File: src/verilog/mmd_pkg.sv
// Package: constants, types and register layout of the memory map decoder
//
// Notes on behaviour
// - Decode full 32-bit, four-gigabyte byte space.
// - ROM grows down from top, 512K.
// - Vector table is the top 36 bytes.
// - RAM grows up from 0x400 to 0xffff.
// - RAM takes data and stack accesses alike.
// - Two peripheral register windows are decoded.
// - Twelve interrupt enable bytes reset to zero.
// - Serial transmit controls reset low three bits.
// - Pull-up controls reset their defined bits.
// - CPU runs early; recovery ends by 225 us.
`default_nettype none
package mmd_pkg;

  // ----------------------------------------------------------------------
  // Address map
  // ----------------------------------------------------------------------
  localparam logic [31:0] ADDR_TOP = 32'hffffffff; // Last byte of space
  localparam logic [31:0] ROM_BASE = 32'hfff80000; // 512-Kbyte ROM start
  localparam logic [31:0] VEC_BASE = 32'hffffffdc; // Fixed vector table
  localparam logic [31:0] RAM_BASE = 32'h00000400; // RAM grows upward
  localparam logic [31:0] RAM_LAST = 32'h0000ffff; // 63-Kbyte RAM end
  localparam logic [31:0] SFR_LO_LAST = 32'h000003ff; // Low window end
  localparam logic [31:0] SFR_HI_BASE = 32'h00040000; // High window start
  localparam logic [31:0] SFR_HI_LAST = 32'h0004ffff; // High window end

  // ----------------------------------------------------------------------
  // Register slots: printed offsets kept as indices, byte address = 4 x
  // ----------------------------------------------------------------------
  localparam int NUM_SLOTS = 19;
  localparam logic [4:0] SLOT_NONE = 5'h1f; // No register at index
  localparam logic [9:0] SLOT_IDX [NUM_SLOTS] = '{
    10'h0b0, 10'h0b1, 10'h0b2, 10'h0b3, 10'h0b4, 10'h0b5, 10'h0b6,
    10'h0b7, 10'h0b8, 10'h0b9, 10'h0ba, 10'h0bb, // Interrupt enables
    10'h0dd, 10'h0df,                            // Serial 7/8 tx control
    10'h3f0, 10'h3f1, 10'h3f2, 10'h3f3,          // Pull-up controls
    10'h3ff};                                    // Port control
  // Bits with a defined reset value; the rest are left unreset
  localparam logic [7:0] SLOT_DEF_MASK [NUM_SLOTS] = '{
    8'hff, 8'hff, 8'hff, 8'hff, 8'hff, 8'hff, 8'hff,
    8'hff, 8'hff, 8'hff, 8'hff, 8'hff,
    8'h07, 8'h07,
    8'hff, 8'h0f, 8'hff, 8'h03,
    8'h01};
  localparam logic [7:0] SLOT_RST_VAL = 8'h00; // Defined bits reset low

  // ----------------------------------------------------------------------
  // Bus-side layout
  // ----------------------------------------------------------------------
  localparam int AXI_AW = 13; // Byte address width of the slave
  localparam logic [AXI_AW-1:0] CTRL_ADDR = 13'h1000; // Control word
  localparam logic [AXI_AW-1:0] STAT_ADDR = 13'h1004; // Status word
  localparam int CTRL_STOP_BIT = 0; // Write 1: enter stop mode
  localparam logic [1:0] RESP_OKAY = 2'h0;
  localparam logic [1:0] RESP_SLVERR = 2'h2;

  // ----------------------------------------------------------------------
  // Stop-mode recovery timing
  // ----------------------------------------------------------------------
  localparam int CLK_MHZ = 200; // Core clock rate
  localparam int REC_STOP_US = 225; // Longest recovery time
  localparam int REC_STOP_CYC = REC_STOP_US * CLK_MHZ; // Rounded down

  // ----------------------------------------------------------------------
  // Types
  // ----------------------------------------------------------------------
  typedef enum logic [1:0] {
    MMD_RUN = 2'b00,
    MMD_STOP = 2'b01,
    MMD_RECOVER = 2'b10
  } mmd_pwr_state_t;

  typedef struct packed {
    logic rom;      // Internal ROM
    logic vector;   // Fixed vector table (inside ROM)
    logic ram;      // Internal RAM
    logic sfrLow;   // Low register window
    logic sfrHigh;  // High register window
    logic sfrImpl;  // Hit an implemented register here
    logic unmapped; // None of the above
  } mmd_region_t;

endpackage : mmd_pkg
`default_nettype wire

File: src/verilog/mmd_decoder.sv
// Top: address decoder, register windows, AXI4-Lite slave, stop control
`default_nettype none
module mmd_decoder #(
  parameter int REC_CYCLES = mmd_pkg::REC_STOP_CYC
) (
  input wire logic clk,
  input wire logic rst,
  // CPU / bus-master address port, same clock
  input wire logic cpuReq,
  input wire logic [31:0] cpuAddr,
  output mmd_pkg::mmd_region_t region_r,
  output logic regionValid_r,
  // AXI4-Lite slave
  input wire logic s_axi_awvalid,
  output logic s_axi_awready,
  input wire logic [mmd_pkg::AXI_AW-1:0] s_axi_awaddr,
  input wire logic s_axi_wvalid,
  output logic s_axi_wready,
  input wire logic [31:0] s_axi_wdata,
  input wire logic [3:0] s_axi_wstrb,
  output logic s_axi_bvalid,
  input wire logic s_axi_bready,
  output logic [1:0] s_axi_bresp,
  input wire logic s_axi_arvalid,
  output logic s_axi_arready,
  input wire logic [mmd_pkg::AXI_AW-1:0] s_axi_araddr,
  output logic s_axi_rvalid,
  input wire logic s_axi_rready,
  output logic [31:0] s_axi_rdata,
  output logic [1:0] s_axi_rresp,
  // Register contents for the peripherals behind them
  output logic [8*mmd_pkg::NUM_SLOTS-1:0] sfrBytes,
  // Power control
  input wire logic wakeIrq,
  input wire logic oscStable,
  output logic cpuClkEn,
  output logic oscEnable,
  output logic recoverDone
);
  import mmd_pkg::*;

  // ----------------------------------------------------------------------
  // Decoding helpers
  // ----------------------------------------------------------------------

  // Register index to slot number, SLOT_NONE for reserved locations
  function automatic logic [4:0] sfrSlot(input logic [9:0] idx);
    logic [4:0] slot;
    slot = SLOT_NONE;
    for (int i = 0; i < NUM_SLOTS; i++) begin
      if (SLOT_IDX[i] == idx) begin
        slot = 5'(i);
      end
    end
    return slot;
  endfunction : sfrSlot

  // Bus byte address to slot; only word-aligned low-window words hit
  function automatic logic [4:0] busSlot(input logic [AXI_AW-1:0] a);
    logic [4:0] slot;
    slot = SLOT_NONE;
    if (a[AXI_AW-1] == 1'b0 && a[1:0] == 2'b00) begin
      slot = sfrSlot(a[11:2]);
    end
    return slot;
  endfunction : busSlot

  // ----------------------------------------------------------------------
  // CPU address decode
  // ----------------------------------------------------------------------
  mmd_region_t regionNxt; // Combinational decode of cpuAddr

  // Whole 32-bit space; every address lands in exactly one of rom, ram, sfrLow, sfrHigh, unmapped
  always_comb begin
    regionNxt = '0;
    regionNxt.rom = (cpuAddr >= ROM_BASE);
    regionNxt.vector = (cpuAddr >= VEC_BASE);
    // Data and stack traffic share one RAM decode
    regionNxt.ram = (cpuAddr >= RAM_BASE) && (cpuAddr <= RAM_LAST);
    regionNxt.sfrLow = (cpuAddr <= SFR_LO_LAST);
    regionNxt.sfrHigh = (cpuAddr >= SFR_HI_BASE) &&
                        (cpuAddr <= SFR_HI_LAST);
    regionNxt.sfrImpl = regionNxt.sfrLow &&
                        (sfrSlot(cpuAddr[9:0]) != SLOT_NONE);
    regionNxt.unmapped = !(regionNxt.rom || regionNxt.ram ||
                           regionNxt.sfrLow || regionNxt.sfrHigh);
  end

  // Result registered one cycle after the request
  always_ff @(posedge clk or posedge rst) begin
    if (rst) begin
      region_r <= '0;
      regionValid_r <= 1'b0;
    end else begin
      regionValid_r <= cpuReq;
      if (cpuReq) begin
        region_r <= regionNxt;
      end
    end
  end

  // ----------------------------------------------------------------------
  // Write channels
  // ----------------------------------------------------------------------
  logic awHeld_r; // Write address taken, waiting for data
  logic wHeld_r; // Write data taken, waiting for address
  logic [AXI_AW-1:0] awAddr_r; // Captured write address
  logic [31:0] wData_r; // Captured write data
  logic [3:0] wStrb_r; // Captured byte strobes
  logic doWrite; // Both halves present, response slot free
  logic awHeldNxt;
  logic wHeldNxt;
  logic bValidNxt;
  logic [4:0] wrSlot; // Target register of this write
  logic wrCtrl; // Write hits the control word

  assign doWrite = awHeld_r && wHeld_r && !s_axi_bvalid;
  assign wrSlot = busSlot(awAddr_r);
  assign wrCtrl = (awAddr_r == CTRL_ADDR);

  // Address and data may arrive in either order
  always_comb begin
    awHeldNxt = awHeld_r ? !doWrite : (s_axi_awvalid && s_axi_awready);
    wHeldNxt = wHeld_r ? !doWrite : (s_axi_wvalid && s_axi_wready);
    bValidNxt = doWrite || (s_axi_bvalid && !s_axi_bready);
  end

  // Capture each half on its own handshake
  always_ff @(posedge clk or posedge rst) begin
    if (rst) begin
      awHeld_r <= 1'b0;
      wHeld_r <= 1'b0;
      awAddr_r <= '0;
      wData_r <= 32'h00000000;
      wStrb_r <= 4'h0;
    end else begin
      awHeld_r <= awHeldNxt;
      wHeld_r <= wHeldNxt;
      if (s_axi_awvalid && s_axi_awready) begin
        awAddr_r <= s_axi_awaddr;
      end
      if (s_axi_wvalid && s_axi_wready) begin
        wData_r <= s_axi_wdata;
        wStrb_r <= s_axi_wstrb;
      end
    end
  end

  // Readies fall while a half is held or a response waits
  always_ff @(posedge clk or posedge rst) begin
    if (rst) begin
      s_axi_awready <= 1'b0;
      s_axi_wready <= 1'b0;
      s_axi_bvalid <= 1'b0;
      s_axi_bresp <= RESP_OKAY;
    end else begin
      s_axi_awready <= !awHeldNxt && !bValidNxt;
      s_axi_wready <= !wHeldNxt && !bValidNxt;
      s_axi_bvalid <= bValidNxt;
      if (doWrite) begin
        // Reserved locations answer an error and store nothing
        s_axi_bresp <= (wrSlot != SLOT_NONE || wrCtrl ||
                        awAddr_r == STAT_ADDR) ?
                       RESP_OKAY : RESP_SLVERR;
      end
    end
  end

  // ----------------------------------------------------------------------
  // Register bytes
  // ----------------------------------------------------------------------
  logic [7:0] sfrReg [NUM_SLOTS]; // Implemented register bytes
  logic [7:0] sfrRegFree [NUM_SLOTS]; // Storage of unreset bits

  // Defined bits reset, undefined bits keep no reset at all, so they
  // come up unspecified as the part would; only lane 0 is stored
  for (genvar g = 0; g < NUM_SLOTS; g++) begin : gSlot
    logic wrHit; // This byte is written now
    assign wrHit = doWrite && wStrb_r[0] && (wrSlot == 5'(g));

    // Bits with a reset value
    always_ff @(posedge clk or posedge rst) begin
      if (rst) begin
        sfrReg[g] <= SLOT_RST_VAL & SLOT_DEF_MASK[g] ;
      end else if (wrHit) begin
        sfrReg[g] <= SLOT_DEF_MASK[g] & wData_r[7:0];
      end
    end
  end

  // Undefined upper bits, shadowed without reset; masked when read
  for (genvar g = 0; g < NUM_SLOTS; g++) begin : gFree
    always_ff @(posedge clk) begin
      if (gSlot[g].wrHit) begin
        sfrRegFree[g] <= wData_r[7:0];
      end
    end
  end

  // Flattened copy for the peripherals
  for (genvar g = 0; g < NUM_SLOTS; g++) begin : gOut
    assign sfrBytes[8*g +: 8] =
      sfrReg[g] | (sfrRegFree[g] & ~SLOT_DEF_MASK[g]);
  end

  // ----------------------------------------------------------------------
  // Control word and stop request
  // ----------------------------------------------------------------------
  logic stopReq_r; // One-cycle stop entry request

  // Writing the stop bit is a command, it reads back as zero
  always_ff @(posedge clk or posedge rst) begin
    if (rst) begin
      stopReq_r <= 1'b0;
    end else begin
      stopReq_r <= doWrite && wrCtrl && wStrb_r[0] &&
                   wData_r[CTRL_STOP_BIT];
    end
  end

  // ----------------------------------------------------------------------
  // Pin synchronisers
  // ----------------------------------------------------------------------
  logic [1:0] wakeSync_r; // Wake interrupt, bit 0 is the first stage
  logic [1:0] oscSync_r; // Oscillator stable, bit 0 is the first stage

  // Two flops each; only bit 1 is read by logic
  always_ff @(posedge clk or posedge rst) begin
    if (rst) begin
      wakeSync_r <= 2'b00;
      oscSync_r <= 2'b00;
    end else begin
      wakeSync_r <= {wakeSync_r[0], wakeIrq};
      oscSync_r <= {oscSync_r[0], oscStable};
    end
  end

  // ----------------------------------------------------------------------
  // Stop recovery
  // ----------------------------------------------------------------------
  mmd_pwr_state_t pwrState; // Sequencer state for status reads

  mmd_stop_recovery #(
    .REC_CYCLES(REC_CYCLES)
  ) uRecovery (
    .clk(clk),
    .rst(rst),
    .stopReq(stopReq_r),
    .wakeSync(wakeSync_r[1]),
    .cpuClkEn_r(cpuClkEn),
    .oscEnable_r(oscEnable),
    .recoverDone_r(recoverDone),
    .state_r(pwrState)
  );

  // ----------------------------------------------------------------------
  // Read channel
  // ----------------------------------------------------------------------
  logic arHs; // Read address taken this cycle
  logic rValidNxt;
  logic [4:0] rdSlot; // Target register of this read
  logic [31:0] rdWord; // Word returned for the read
  logic rdOk; // Read hits something implemented

  assign arHs = s_axi_arvalid && s_axi_arready;
  assign rValidNxt = arHs || (s_axi_rvalid && !s_axi_rready);
  assign rdSlot = busSlot(s_axi_araddr);

  // Read mux; reserved words read zero with an error
  always_comb begin
    rdWord = 32'h00000000;
    rdOk = 1'b1;
    if (rdSlot != SLOT_NONE) begin
      rdWord[7:0] = sfrReg[rdSlot] |
                    (sfrRegFree[rdSlot] & ~SLOT_DEF_MASK[rdSlot]);
    end else if (s_axi_araddr == CTRL_ADDR) begin
      rdWord = 32'h00000000;
    end else if (s_axi_araddr == STAT_ADDR) begin
      rdWord[1:0] = pwrState;
      rdWord[2] = oscSync_r[1];
      rdWord[3] = cpuClkEn;
    end else begin
      rdOk = 1'b0;
    end
  end

  // One read in flight; answer lands one edge after the address
  always_ff @(posedge clk or posedge rst) begin
    if (rst) begin
      s_axi_arready <= 1'b0;
      s_axi_rvalid <= 1'b0;
      s_axi_rdata <= 32'h00000000;
      s_axi_rresp <= RESP_OKAY;
    end else begin
      s_axi_arready <= !rValidNxt;
      s_axi_rvalid <= rValidNxt;
      if (arHs) begin
        s_axi_rdata <= rdWord;
        s_axi_rresp <= rdOk ? RESP_OKAY : RESP_SLVERR;
      end
    end
  end

endmodule : mmd_decoder
`default_nettype wire

File: src/verilog/mmd_stop_recovery.sv
// Stop-mode entry and recovery sequencer
`default_nettype none
module mmd_stop_recovery #(
  parameter int REC_CYCLES = mmd_pkg::REC_STOP_CYC
) (
  input wire logic clk,
  input wire logic rst,
  input wire logic stopReq,
  input wire logic wakeSync,
  output logic cpuClkEn_r,
  output logic oscEnable_r,
  output logic recoverDone_r,
  output mmd_pkg::mmd_pwr_state_t state_r
);
  import mmd_pkg::*;

  // ----------------------------------------------------------------------
  // State and counter
  // ----------------------------------------------------------------------
  logic [15:0] count_r; // Cycles spent recovering
  logic countEnd; // Recovery budget used up

  assign countEnd = (count_r == 16'(REC_CYCLES - 1));

  // Power state: the wake goes straight to recovery with the CPU running
  always_ff @(posedge clk or posedge rst) begin
    if (rst) begin
      state_r <= MMD_RUN;
    end else begin
      case (state_r)
        MMD_RUN: begin
          if (stopReq) begin
            state_r <= MMD_STOP;
          end
        end
        MMD_STOP: begin
          if (wakeSync) begin
            state_r <= MMD_RECOVER;
          end
        end
        MMD_RECOVER: begin
          if (countEnd) begin
            state_r <= MMD_RUN;
          end
        end
        default: begin
          state_r <= MMD_RUN;
        end
      endcase
    end
  end

  // Recovery counter, cleared outside recovery
  always_ff @(posedge clk or posedge rst) begin
    if (rst) begin
      count_r <= 16'h0000;
    end else if (state_r == MMD_RECOVER && !countEnd) begin
      count_r <= count_r + 16'h0001;
    end else begin
      count_r <= 16'h0000;
    end
  end

  // CPU clock restarts on wake, not on oscillator stability
  always_ff @(posedge clk or posedge rst) begin
    if (rst) begin
      cpuClkEn_r <= 1'b1;
      oscEnable_r <= 1'b1;
      recoverDone_r <= 1'b0;
    end else begin
      if (state_r == MMD_RUN && stopReq) begin
        cpuClkEn_r <= 1'b0;
        oscEnable_r <= 1'b0;
      end else if (state_r == MMD_STOP && wakeSync) begin
        cpuClkEn_r <= 1'b1;
        oscEnable_r <= 1'b1;
      end
      recoverDone_r <= (state_r == MMD_RECOVER) && countEnd;
    end
  end

endmodule : mmd_stop_recovery
`default_nettype wire

File: config.mk
export PLATFORM = sky130hd
export DESIGN_NAME = mmd_decoder
export DESIGN_NICKNAME = d
export VERILOG_FILES = /design/src/verilog/mmd_pkg.sv /design/src/verilog/mmd_decoder.sv /design/src/verilog/mmd_stop_recovery.sv
export SDC_FILE = /design/constraint.sdc
export NUM_CORES = 1
export LEC_CHECK = 0
export ABC_CLOCK_PERIOD_IN_PS = 9500
export BUFFER_PORTS_ARGS = -buffer_cell sky130_fd_sc_hd__buf_2
export CAP_MARGIN = 5
export CORE_AREA = 2 2 154 156
export CTS_BUF_LIST = sky130_fd_sc_hd__clkbuf_16
export DETAILED_ROUTE_END_ITERATION = 12
export DIE_AREA = 0 0 156 158
export PLACE_DENSITY = 0.79
export SKIP_LAST_GASP = 1
export SLEW_MARGIN = 30
export SYNTH_ARGS = -nofsm -noshare
export SYNTH_HDL_FRONTEND = slang
export SYNTH_HIERARCHICAL = 1
export SYNTH_SLANG_ARGS = --single-unit
File: constraint.sdc
create_clock -name clk -period 9.5 [get_ports clk]
set_input_delay 0.95 -clock clk [delete_from_list [all_inputs] [get_ports clk]]
set_output_delay 0.95 -clock clk [all_outputs]
set_load 0.1 [all_outputs]
# ---- After elaboration in Yosys (flattened, before gate mapping)
# Memory sizes are Yosys's and may differ from the RTL's.
# Index checks and enable logic that the tools add are counted.
dict set report op_classes {
  div 0
  add_sub_neg 1
  n_eq_ne 88
  multipliers 0
  reduce_logical 82
  n_mux 173
  bitwise 11
  n_shift 0
  order_cmp 8
}
# operator count
set ops {}
lappend ops {{$eq 8x10->1 const A} 42}
lappend ops {{$mux 5} 77}
lappend ops {{$mux 8} 23}
lappend ops {{$eq 10x10->1 const A} 15}
lappend ops {{$reduce_or 8->1} 18}
lappend ops {{$ge 32x32->1 const B} 2}
lappend ops {{$mux 1} 63}
lappend ops {{$eq 13x13->1 const B} 4}
lappend ops {{$logic_and 1x1->1} 41}
lappend ops {{$bmux 8 s5} 1}
lappend ops {{$eq 5x4->1 const B} 8}
lappend ops {{$ge 32x11->1 const B} 1}
lappend ops {{$ge 32x19->1 const B} 1}
lappend ops {{$le 32x10->1 const B} 1}
lappend ops {{$le 32x16->1 const B} 1}
lappend ops {{$le 32x19->1 const B} 1}
lappend ops {{$eq 5x3->1 const B} 4}
lappend ops {{$add 16x1->16 const B} 1}
lappend ops {{$eq 16x16->1 const B} 1}
lappend ops {{$mux 16} 1}
lappend ops {{$or 3x8->8} 2}
lappend ops {{$eq 5x5->1 const B} 3}
lappend ops {{$ne 5x5->1 const B} 3}
lappend ops {{$eq 5x2->1 const B} 2}
lappend ops {{other kinds (23)} 47}
dict set report word_totals {
  latch_bits 0
  in_bits 104
  mem_bits_ro 256
  word_cells 412
  ramBits 152
  output_inout_bits 204
  ff_bits 199
  memories 2
}
# name depth width rd rd_clocked_by_memory_dff wr line_no
set mem_list {}
lappend mem_list {{(no name shown)} 32 8 1 0 0 mmd_decoder.sv:275} ;# (sfrRegFree[rdSlot] & ~SLOT_DEF_MASK[rdSlot]);
lappend mem_list {sfrRegFree 19 8 6 0 1 mmd_decoder.sv:173} ;# logic [7:0] sfrRegFree [NUM_SLOTS];

# ---- Logic depth before layout (Yosys ltp)
# Gate-level depths: netlist of the first run.
dict set report logic_depth {
  depth_word 44
  mapped_depth 13
  depth_no_buf 9
}

# ---- Modules after synthesis
# Netlist of the first run, hierarchy kept.
# mod instances cells_each area_each_um2 seq_area_each_um2
set modules_own_cells {}
lappend modules_own_cells {mmd_decoder 1 990 11544.8 6231.0}
lappend modules_own_cells {mmd_stop_recovery 1 96 958.4 501.7}

# ---- Worst setup path after synthesis of the first run
# No wires, ideal clock.
dict set report synth_timing {
  path_kind {input to register}
  startpoint {in s_axi_araddr[5] (netlist name)}
  endpoint {reg s_axi_rdata[3]}
  setup_time_ns 0.121
  path_buffers 2
  required_time_ns 9.379
  t_arrival_ns 2.929
  path_slack_ns 6.450
  path_stages 11
  cell_sequence {buf_4 > and3_1 > o211a_1 > nor2_1 > and3_1 > buf_2 > o21ai_0 > a31o_1 > a2111oi_2 > a21oi_1 > o22a_1}
}
dict set report synth_between {
  elab_chain_cells 29
  elab_cells_between_ends 56
  classes_between {22 x eq/ne; 28 x mux; 4 x bitwise; 2 x memory}
}
# element line_no
set synth_rtl {}
lappend synth_rtl {{start, declared} mmd_decoder.sv:26} ;# input wire logic [mmd_pkg::AXI_AW-1:0] s_axi_araddr,
lappend synth_rtl {{$eq 8x10->1} mmd_decoder.sv:51} ;# if (SLOT_IDX[i] == idx) begin
lappend synth_rtl {{$mux 5 (19 in a row)} mmd_decoder.sv:51}
lappend synth_rtl {{$mux 5} mmd_decoder.sv:62} ;# if (a[AXI_AW-1] == 1'b0 && a[1:0] == 2'b00) begin
lappend synth_rtl {{$not 5->6 (not written as such)} {mmd_decoder.sv:274, mmd_decoder.sv:275}}
lappend synth_rtl {{$mem_v2 32x8} --}
lappend synth_rtl {{$mux 8 (not written as such) (2 in a row)} mmd_decoder.sv:275}
lappend synth_rtl {{$not 8->8} mmd_decoder.sv:275}
lappend synth_rtl {{$and 8x8->8} mmd_decoder.sv:275}
lappend synth_rtl {{$or 8x8->8} mmd_decoder.sv:274} ;# rdWord[7:0] = sfrReg[rdSlot] |
lappend synth_rtl {{$mux 8 *} mmd_decoder.sv:273} ;# if (rdSlot != SLOT_NONE) begin
lappend synth_rtl {{end signal, assigned} mmd_decoder.sv:298} ;# s_axi_rdata <= rdWord;
lappend synth_rtl {{end, declared} mmd_decoder.sv:29} ;# output logic [31:0] s_axi_rdata,
# Every way passes the cells marked *; elsewhere a longest branch is shown, timed or not. The select of a mux whose other input is x is not followed.
# A chain may end at the register's enable or synchronous reset.

# ---- Worst setup path in the final report of the first run
# Same ends and word-level chain as after synthesis.

==> impl_results.md, run 1 <==
- Largest net degree at the start of global routing: 106
- Crit. End Element: flip-flop
- Final Critical Period: 3.78 ns
- Core ar.: 23100 sq um
- Worst r2r src: awAddr_r[8]
- Slew HR: 0.336
- Seq. cell area: 6740 sq um
- Worst setup SP type: input pin
- Worst-margin pin slew: 0.997 ns
- Clk_lat worst skew: 0.52 ns
- Gate Count Post-Synth: 1086
- Max VDD drop: 0.183 mV
- Area grow syn2layout: 17.1%
- Vias in the first global route: 9408
- Clk sinks: 257
- Root buffer cell: clkbuf_16
- CTS tree: yes
- Final wirelength: 36.0 mm
- Total grt overflow: 0
- DR vias: 9761
- Synth Cell Area: 12500 sq um
- Setup-failing EPs final: 0
- Final hold violations: 0
- # H-tree levels: 1
- IO Port Bufs: 254
- Post-synth top area share: 0.392
- Top post-synthesis cells by area: dfrtp_1 (39%), edfxtp_1 (14%), mux2_2 (14%), nand2_1 (3.9%), buf_4 (3.0%)
- I/O pin total: 308
- WHS: 0.366 ns
- Yosys cell types: 84
- Initial Util: 0.542
- Max Cap Viol: 0
- Area taken by multi-input logic gates: 5150 sq um
- GRT Total Usage: 0.288
- Synth Register Bits: 257
- Total power: 2.91 mW
- Post-CTS repair timing setup buffer count: 0
- Fin nets: 1407
- Cts hold-fix bufs: 0
- Place WS: 5.25 ns
- Ys async rst share: 0.767
- Diode count: 0
- Min-Delay Path Class: flip-flop to flip-flop
- Pleak: 7.22 nW
- Most frequent cells in the layout: buf_2 (254), dfrtp_1 (194), mux2_2 (150)
- DIE WIDTH: 156 um
- Worst Path Required: 9.91 ns
- Final Max Tran Viols: 0
- Num CTS Buffers: 26
- Chip height: 158 um
- RD Place Congestion: 0.927
- Die ar.: 24600 sq um
- DP HPWL: 25.3 mm
- Worst Hold Path EP: oscSync_r[1]
- 1st-pass router iterations: 5
- Fillcell total: 1802
- Register-to-register setup slack: 6.10 ns
- Initial antenna violation count: 0
- WL/cell: 22.3 um
- Commonest non-fill, non-tap cell in the layout: buf_2
- Post-Synth XOR/XNOR Area: 0.0105
- Post-DRT Antenna Nets: 0
- Dominant synthesized flop cell: dfrtp_1
- DRC viols: 0
- Fraction of layout cells with a size suffix above 1: 0.372
- Vias per Instance: 6.06
- Syn Area/Cell: 11.5 sq um
- Global-route wire length before repair: 54.2 mm
- Post-CTS Resized: 0
- Final worst slack: 5.72 ns
- CP Max Fanout: 73
- Hold path cells: 0
- DRT iter0 DRCs: 830
- Setup TNS: 0 ns
- Fmax achieved: 265 MHz
- Complex-gate fraction of the synthesized area: 0.0836
- Synth Area in Simple Gates: 0.143
- Sequential area share after synthesis: 0.538
- Worst reg2reg endpoint: sfrReg[0]
- Multiplexer share of the synthesized area: 0.164
- Reg2reg path depth: 9
- Cell area power density: 199 nW/um^2
- Fin Clk Skew: 0.00887 ns
- Crit share post-route: 0.398
- Unrepaired setup endpoints after global routing: false
- Post-Synth Adder-Cell Area: 0.00100
- FP Rows: 56
- Post-synth EDFFs: 60
- Clock slew at reported path FFs: 0.06 ns
- Max Buffers Root-to-Sink: 3
- Cell taking the most area after synthesis: dfrtp_1
- Status: complete, no violations
- Worst Setup Path Type: input pin to flip-flop
- Min-delay src: oscSync_r[0]
- Main combinational cell family by area after synthesis: multiplexers
- Number of synthesis warnings: 6
- Arrival @ worst endpoint: 4.19 ns
-- metal layers --
| layer | vias to the layer above | global-route usage | share of wire |
|---|---|---|---|
| li1 | 4317 | - | - |
| met1 | 4878 | 0.371 | 0.39 |
| met2 | 496 | 0.493 | 0.49 |
| met3 | 70 | 0.0600 | 0.087 |
| met4 | 0 | 0.0878 | 0.028 |
| met5 | - | 0 | 0 |
-- kinds of logic (layout without fill, tap and decap cells) --
kind of cell    Yosys count  in the layout
compound gates          148            148
xor+xnor                 15             15
fa+ha+maj                 1              1
buf+inv                 132            343
flops                   257            257
mux                     184            184
other cells               1             26
simple gates            348            348
-- per-stage QoR --
stage / instances / instance area (sq um) / util
6_report: 1612 / 14600 / 0.635
4_1_cts: 1612 / 14600 / 0.635
5_1_grt: 1612 / 14600 / 0.635
2_1_floorplan: 1111 / 12600 / -
3_5_place_dp: 1564 / 13700 / 0.594
3_3_place_gp: 1564 / 13700 / 0.594
-- worst max-delay path by stage --
stage / start / end / slack, ns
after floorplan: rst / awAddr_r[0] / 3.75
final: s_axi_araddr[5] / s_axi_rdata[3] / 5.72
after global routing: s_axi_araddr[5] / s_axi_rdata[3] / 5.60
after global placement: s_axi_araddr[4] / s_axi_rdata[3] / 5.30
after CTS: s_axi_araddr[4] / s_axi_rdata[2] / 5.80
after detailed placement: s_axi_araddr[5] / s_axi_rdata[2] / 5.25
-- critical path: stages --
cell       delay [ns]
buf_2            0.23
and4b_1          0.30
a32oi_1          0.35
a211o_2          0.20
buf_4            0.73
mux2i_1          0.29
mux2i_1          0.11
a31o_1           0.22
a2111oi_2        0.44
a21oi_1          0.16
o22a_1           0.18
-- layout make-up --
class,count,area share
well taps,290,0.0248
flip-flops and latches,257,0.460
inverters,34,0.00923
repair buffers,261,0.0906
clock buffers,29,0.0495
clock inverters,19,0.0146
multi-input cells,722,0.351
-- registers in the layout (all words and copies together), names as in the netlist, 7 cells and up --
name	flops
sfrRegFree	60
sfrBytes	112
uRecovery/count_r	16
s_axi_rdata	8
sfrReg	13
wData_r	8
awAddr_r	13
region_r	7
-- where the power goes --
group / total [mW] / switching (mW) / internal, mW
Combinational: 0.373 / 0.264 / 0.109
Clock: 1.11 / 0.425 / 0.683
Sequential: 1.43 / 0.190 / 1.24
-- cell usage after synthesis, types with 3 or more instances --
library cell	n
nand3_1	32
o21a_1	5
o22ai_1	5
a21boi_0	3
buf_4	50
o211ai_1	4
o21ai_1	4
nand2_2	10
nor4_1	15
buf_2	18
nor4b_1	4
a211oi_1	13
nand4_1	17
or3_1	5
a21oi_1	34
mux2i_1	32
nor3_1	16
xnor2_1	13
o21ai_0	21
inv_1	34
a311oi_1	4
and4_1	3
a221oi_1	3
and3_1	25
nor2_1	50
a41oi_1	3
edfxtp_1	60
mux2_2	150
a32oi_1	3
a2111oi_0	4
clkbuf_1	24
nor2b_1	9
a31oi_1	13
dfrtp_1	196
buf_6	3
nand2_1	129
and2_0	4
and4b_1	5
and2_1	5
Power figures use the tool's default switching activity.
==> run 2: changes to the inputs <==
--- a/config.mk
+++ b/config.mk
@@ -5,14 +5,14 @@
 export SDC_FILE = /design/constraint.sdc
 export NUM_CORES = 1
 export LEC_CHECK = 0
-export ABC_CLOCK_PERIOD_IN_PS = 9500
+export ABC_CLOCK_PERIOD_IN_PS = 3000
 export BUFFER_PORTS_ARGS = -buffer_cell sky130_fd_sc_hd__buf_2
 export CAP_MARGIN = 5
-export CORE_AREA = 2 2 154 156
+export CORE_AREA = 2 2 165 167
 export CTS_BUF_LIST = sky130_fd_sc_hd__clkbuf_16
 export DETAILED_ROUTE_END_ITERATION = 12
-export DIE_AREA = 0 0 156 158
-export PLACE_DENSITY = 0.79
+export DIE_AREA = 0 0 167 169
+export PLACE_DENSITY = 0.73
 export SKIP_LAST_GASP = 1
 export SLEW_MARGIN = 30
 export SYNTH_ARGS = -nofsm -noshare
==> constraint.sdc (replaced) <==
create_clock -name clk -period 3 [get_ports clk]
set_input_delay 0.3 -clock clk [delete_from_list [all_inputs] [get_ports clk]]
set_output_delay 0.3 -clock clk [all_outputs]
set_load 0.1 [all_outputs]
==> run 2 against run 1 <==
Register-to-register slack got worse by 5.9 ns; critical path depth decreased by 3; setup slack got worse by 5.5 ns; sequential cell count did not move; largest power group unchanged.
==> impl_results.md, run 2 (same netlist as run 1, synthesis figures left out) <==
- Area grow syn2layout: 21.5%
- WL met2: 18.8 mm (+6.1%)
- Initial Util: 0.472 (-0.0706)
- Most frequent cells in the layout: buf_2 (254), dfrtp_1 (194), mux2_2 (150)
- Clk_lat worst skew: 0.53 ns (about the same)
- Worst-margin pin slew: 0.873 ns (-0.123 ns)
- Final wirelength: 38.2 mm (+6.1%)
- IO Port Bufs: 254 (unchanged)
- Worst setup path start: awAddr_r[8]
- Final worst slack: 0.233 ns (-5.49 ns)
- Core ar.: 26500 sq um (+15%)
- Clk sinks: 257 (unchanged)
- Die ar.: 28200 sq um (+15%)
- Global-route wire length before repair: 57.9 mm (+6.9%)
- Arrival @ worst endpoint: 3.00 ns (-1.19 ns)
- DRT iter0 DRCs: 800 (-3.6%)
- 1st-pass router iterations: 5 (unchanged)
- Cell area power density: 579 nW/um^2 (+190%)
- Vias in the first global route: 9761 (+3.8%)
- Total grt overflow: 0 (unchanged)
- CTS tree: yes
- Status: complete, no violations
- Max Cap Viol: 0 (unchanged)
- Final core occ: 0.573 (-0.0623)
- Max FFs per register: 112 (unchanged)
- DRC viols: 0 (unchanged)
- Vias per Instance: 5.72 (-5.5%)
- DR vias: 9908 (+1.5%)
- Comb power frac: 0.139 (+0.011)
- I/O pin total: 308 (unchanged)
- DR top layer: met4
- FP Rows: 60 (+7.1%)
- CP Max Fanout: 9 (-88%)
- Total power: 8.80 mW (+200%)
- Worst Path Required: 3.23 ns (-6.68 ns)
- Area taken by multi-input logic gates: 5150 sq um (unchanged)
- Place WS: 0.0630 ns (-5.19 ns)
- Switching share of power: 0.317 (+0.0147)
- Slew HR: 0.418 (+0.0820)
- Unrepaired setup endpoints after global routing: false
- Fmax achieved: 361 MHz
- CP max stage delay: 0.41 ns (-0.32 ns)
- Pleak: 7.51 nW (+4.1%)
- P_int: 6.01 mW (+200%)
- Fraction of layout cells with a size suffix above 1: 0.383 (+0.0113)
- Seq. cell area: 6740 sq um (unchanged)
- # H-tree levels: 1 (unchanged)
- Cells along the critical path: nor4b_1 -> nand3_1 -> o21ai_0 -> o221a_2 -> and3_1 -> and4b_1 -> nand2_2 -> inv_1
- Commonest non-fill, non-tap cell in the layout: buf_2
- Part of the power in the clock network: 0.348 (-0.033)
- RD Place Congestion: 0.947 (+2.1%)
- Worst Setup Path Type: flip-flop to flip-flop
- Chip height: 169 um (+7.0%)
- Max VDD drop: 0.413 mV (+130%)
- Final Max Tran Viols: 0 (unchanged)
- Min-delay src: s_axi_awaddr[9]
- Final std cells w/o fill: 1731 (+7.4%)
- DP HPWL: 27.8 mm (+9.7%)
- GRT Total Usage: 0.267 (-0.0211)
- Worst setup SP type: flip-flop
- WL met1: 14.9 mm (+5.0%)
- Root buffer cell: clkbuf_16
- Fillcell total: 2218 (+23%)
- Diode count: 0 (unchanged)
- Final hold violations: 0 (unchanged)
- CP max stage cell: dfrtp_1
- Total net switching power: 2.79 mW (+220%)
- Setup TNS: 0 ns (unchanged)
- Max Buffers Root-to-Sink: 3 (unchanged)
- Min-Delay Path Class: input pin to flip-flop
- Post-DRT Antenna Nets: 0 (unchanged)
- Reg power frac: 0.513 (+0.022)
- Worst r2r src: awAddr_r[8]
- Final Critical Period: 2.77 ns
- Cells after DPL: 1663 (+6.3%)
- Crit. End Element: flip-flop
- Num CTS Buffers: 27 (+3.8%)
- Fin nets: 1476 (+4.9%)
- Fin Clk Skew: 0.0122 ns (+0.00336 ns)
- Crit share post-route: 0.922
- Met3 wire len: 3.70 mm (+18%)
- DIE WIDTH: 167 um (+7.1%)
- Clock slew at reported path FFs: 0.06 ns (about the same)
- Setup-failing EPs final: 0 (unchanged)
- Initial antenna violation count: 0 (unchanged)
- WL/cell: 22.1 um (-1.2%)
- Register-to-register setup slack: 0.23 ns (-5.87 ns)
- Largest net degree at the start of global routing: 111 (+4.7%)
==> run 2: changes by cell type in the layout (fill, tap and decap cells not counted), sizes merged <==
cell / change
buf: +49
bufinv: -4
clkbuf: -2
clkinv: -1
clkinvlp: +1
dlygate4sd3: +19
inv: +6
==> run 2: final timing paths <==
path	end	cells after the start
setup / recovery	sfrRegFree[6][4]	8
hold / removal	awAddr_r[9]	2
max in group asynchronous	sfrReg[42]	4
setup reg to reg	sfrRegFree[6][4]	8
hold reg to reg	wakeSync_r[1]	0
min in group asynchronous	sfrBytes[9]	4
==> run 2: power by group through the flow <==
stage	logic, mW	clock network [mW]	registers [mW]
floorplan	0.804	0	4.54
global placement	1.18	0	4.56
detailed placement	1.21	0	4.58
CTS	1.23	3.09	4.51
global route	1.31	3.25	4.57
finish	1.22	3.06	4.51
==> run 2: cell type report <==
type / count / share of cell area
Clock buffer: 27 / 0.0445
Clock inverter: 21 / 0.00758
Inverter: 34 / 0.00865
Multi-Input combinational cell: 722 / 0.339
Sequential cell: 257 / 0.443
Tap cell: 341 / 0.0281
Timing Repair Buffer: 329 / 0.129
==> run 2: worst max-delay path: cells and delay by family, from the launching register on <==
| kind | cells | cell delay, ns |
|---|---|---|
| and+or+nand+nor | 5 | 1.39 |
| AOI/OAI and AO/OA | 2 | 0.47 |
| DFF | 1 | 0.41 |
| buffers and inverters | 1 | 0.20 |
==> run 2: routing by layer <==
layer / GRT usage / up-vias
li1: - / 4443
met1: 0.335 / 4949
met2: 0.457 / 464
met3: 0.0779 / 52
met4: 0.0641 / 0
met5: 0 / -
==> run 2: metrics by stage <==
step / area, sq um / hold slack [ns]
after floorplan: 12600 / 0.263
after global placement: 14200 / 0.337
after detailed placement: 14200 / 0.337
after CTS: 15200 / 0.000740
after global routing: 15200 / 0.00885
final: 15200 / 0.0121
==> run 2: what timing repair did <==
action / CTS / global route
hold endpoints to repair: 104 / 0
gates resized for setup: 0 / 1
hold buffers: 19 / 0
setup buffers: 0 / 1
setup endpoints to repair: 0 / 93
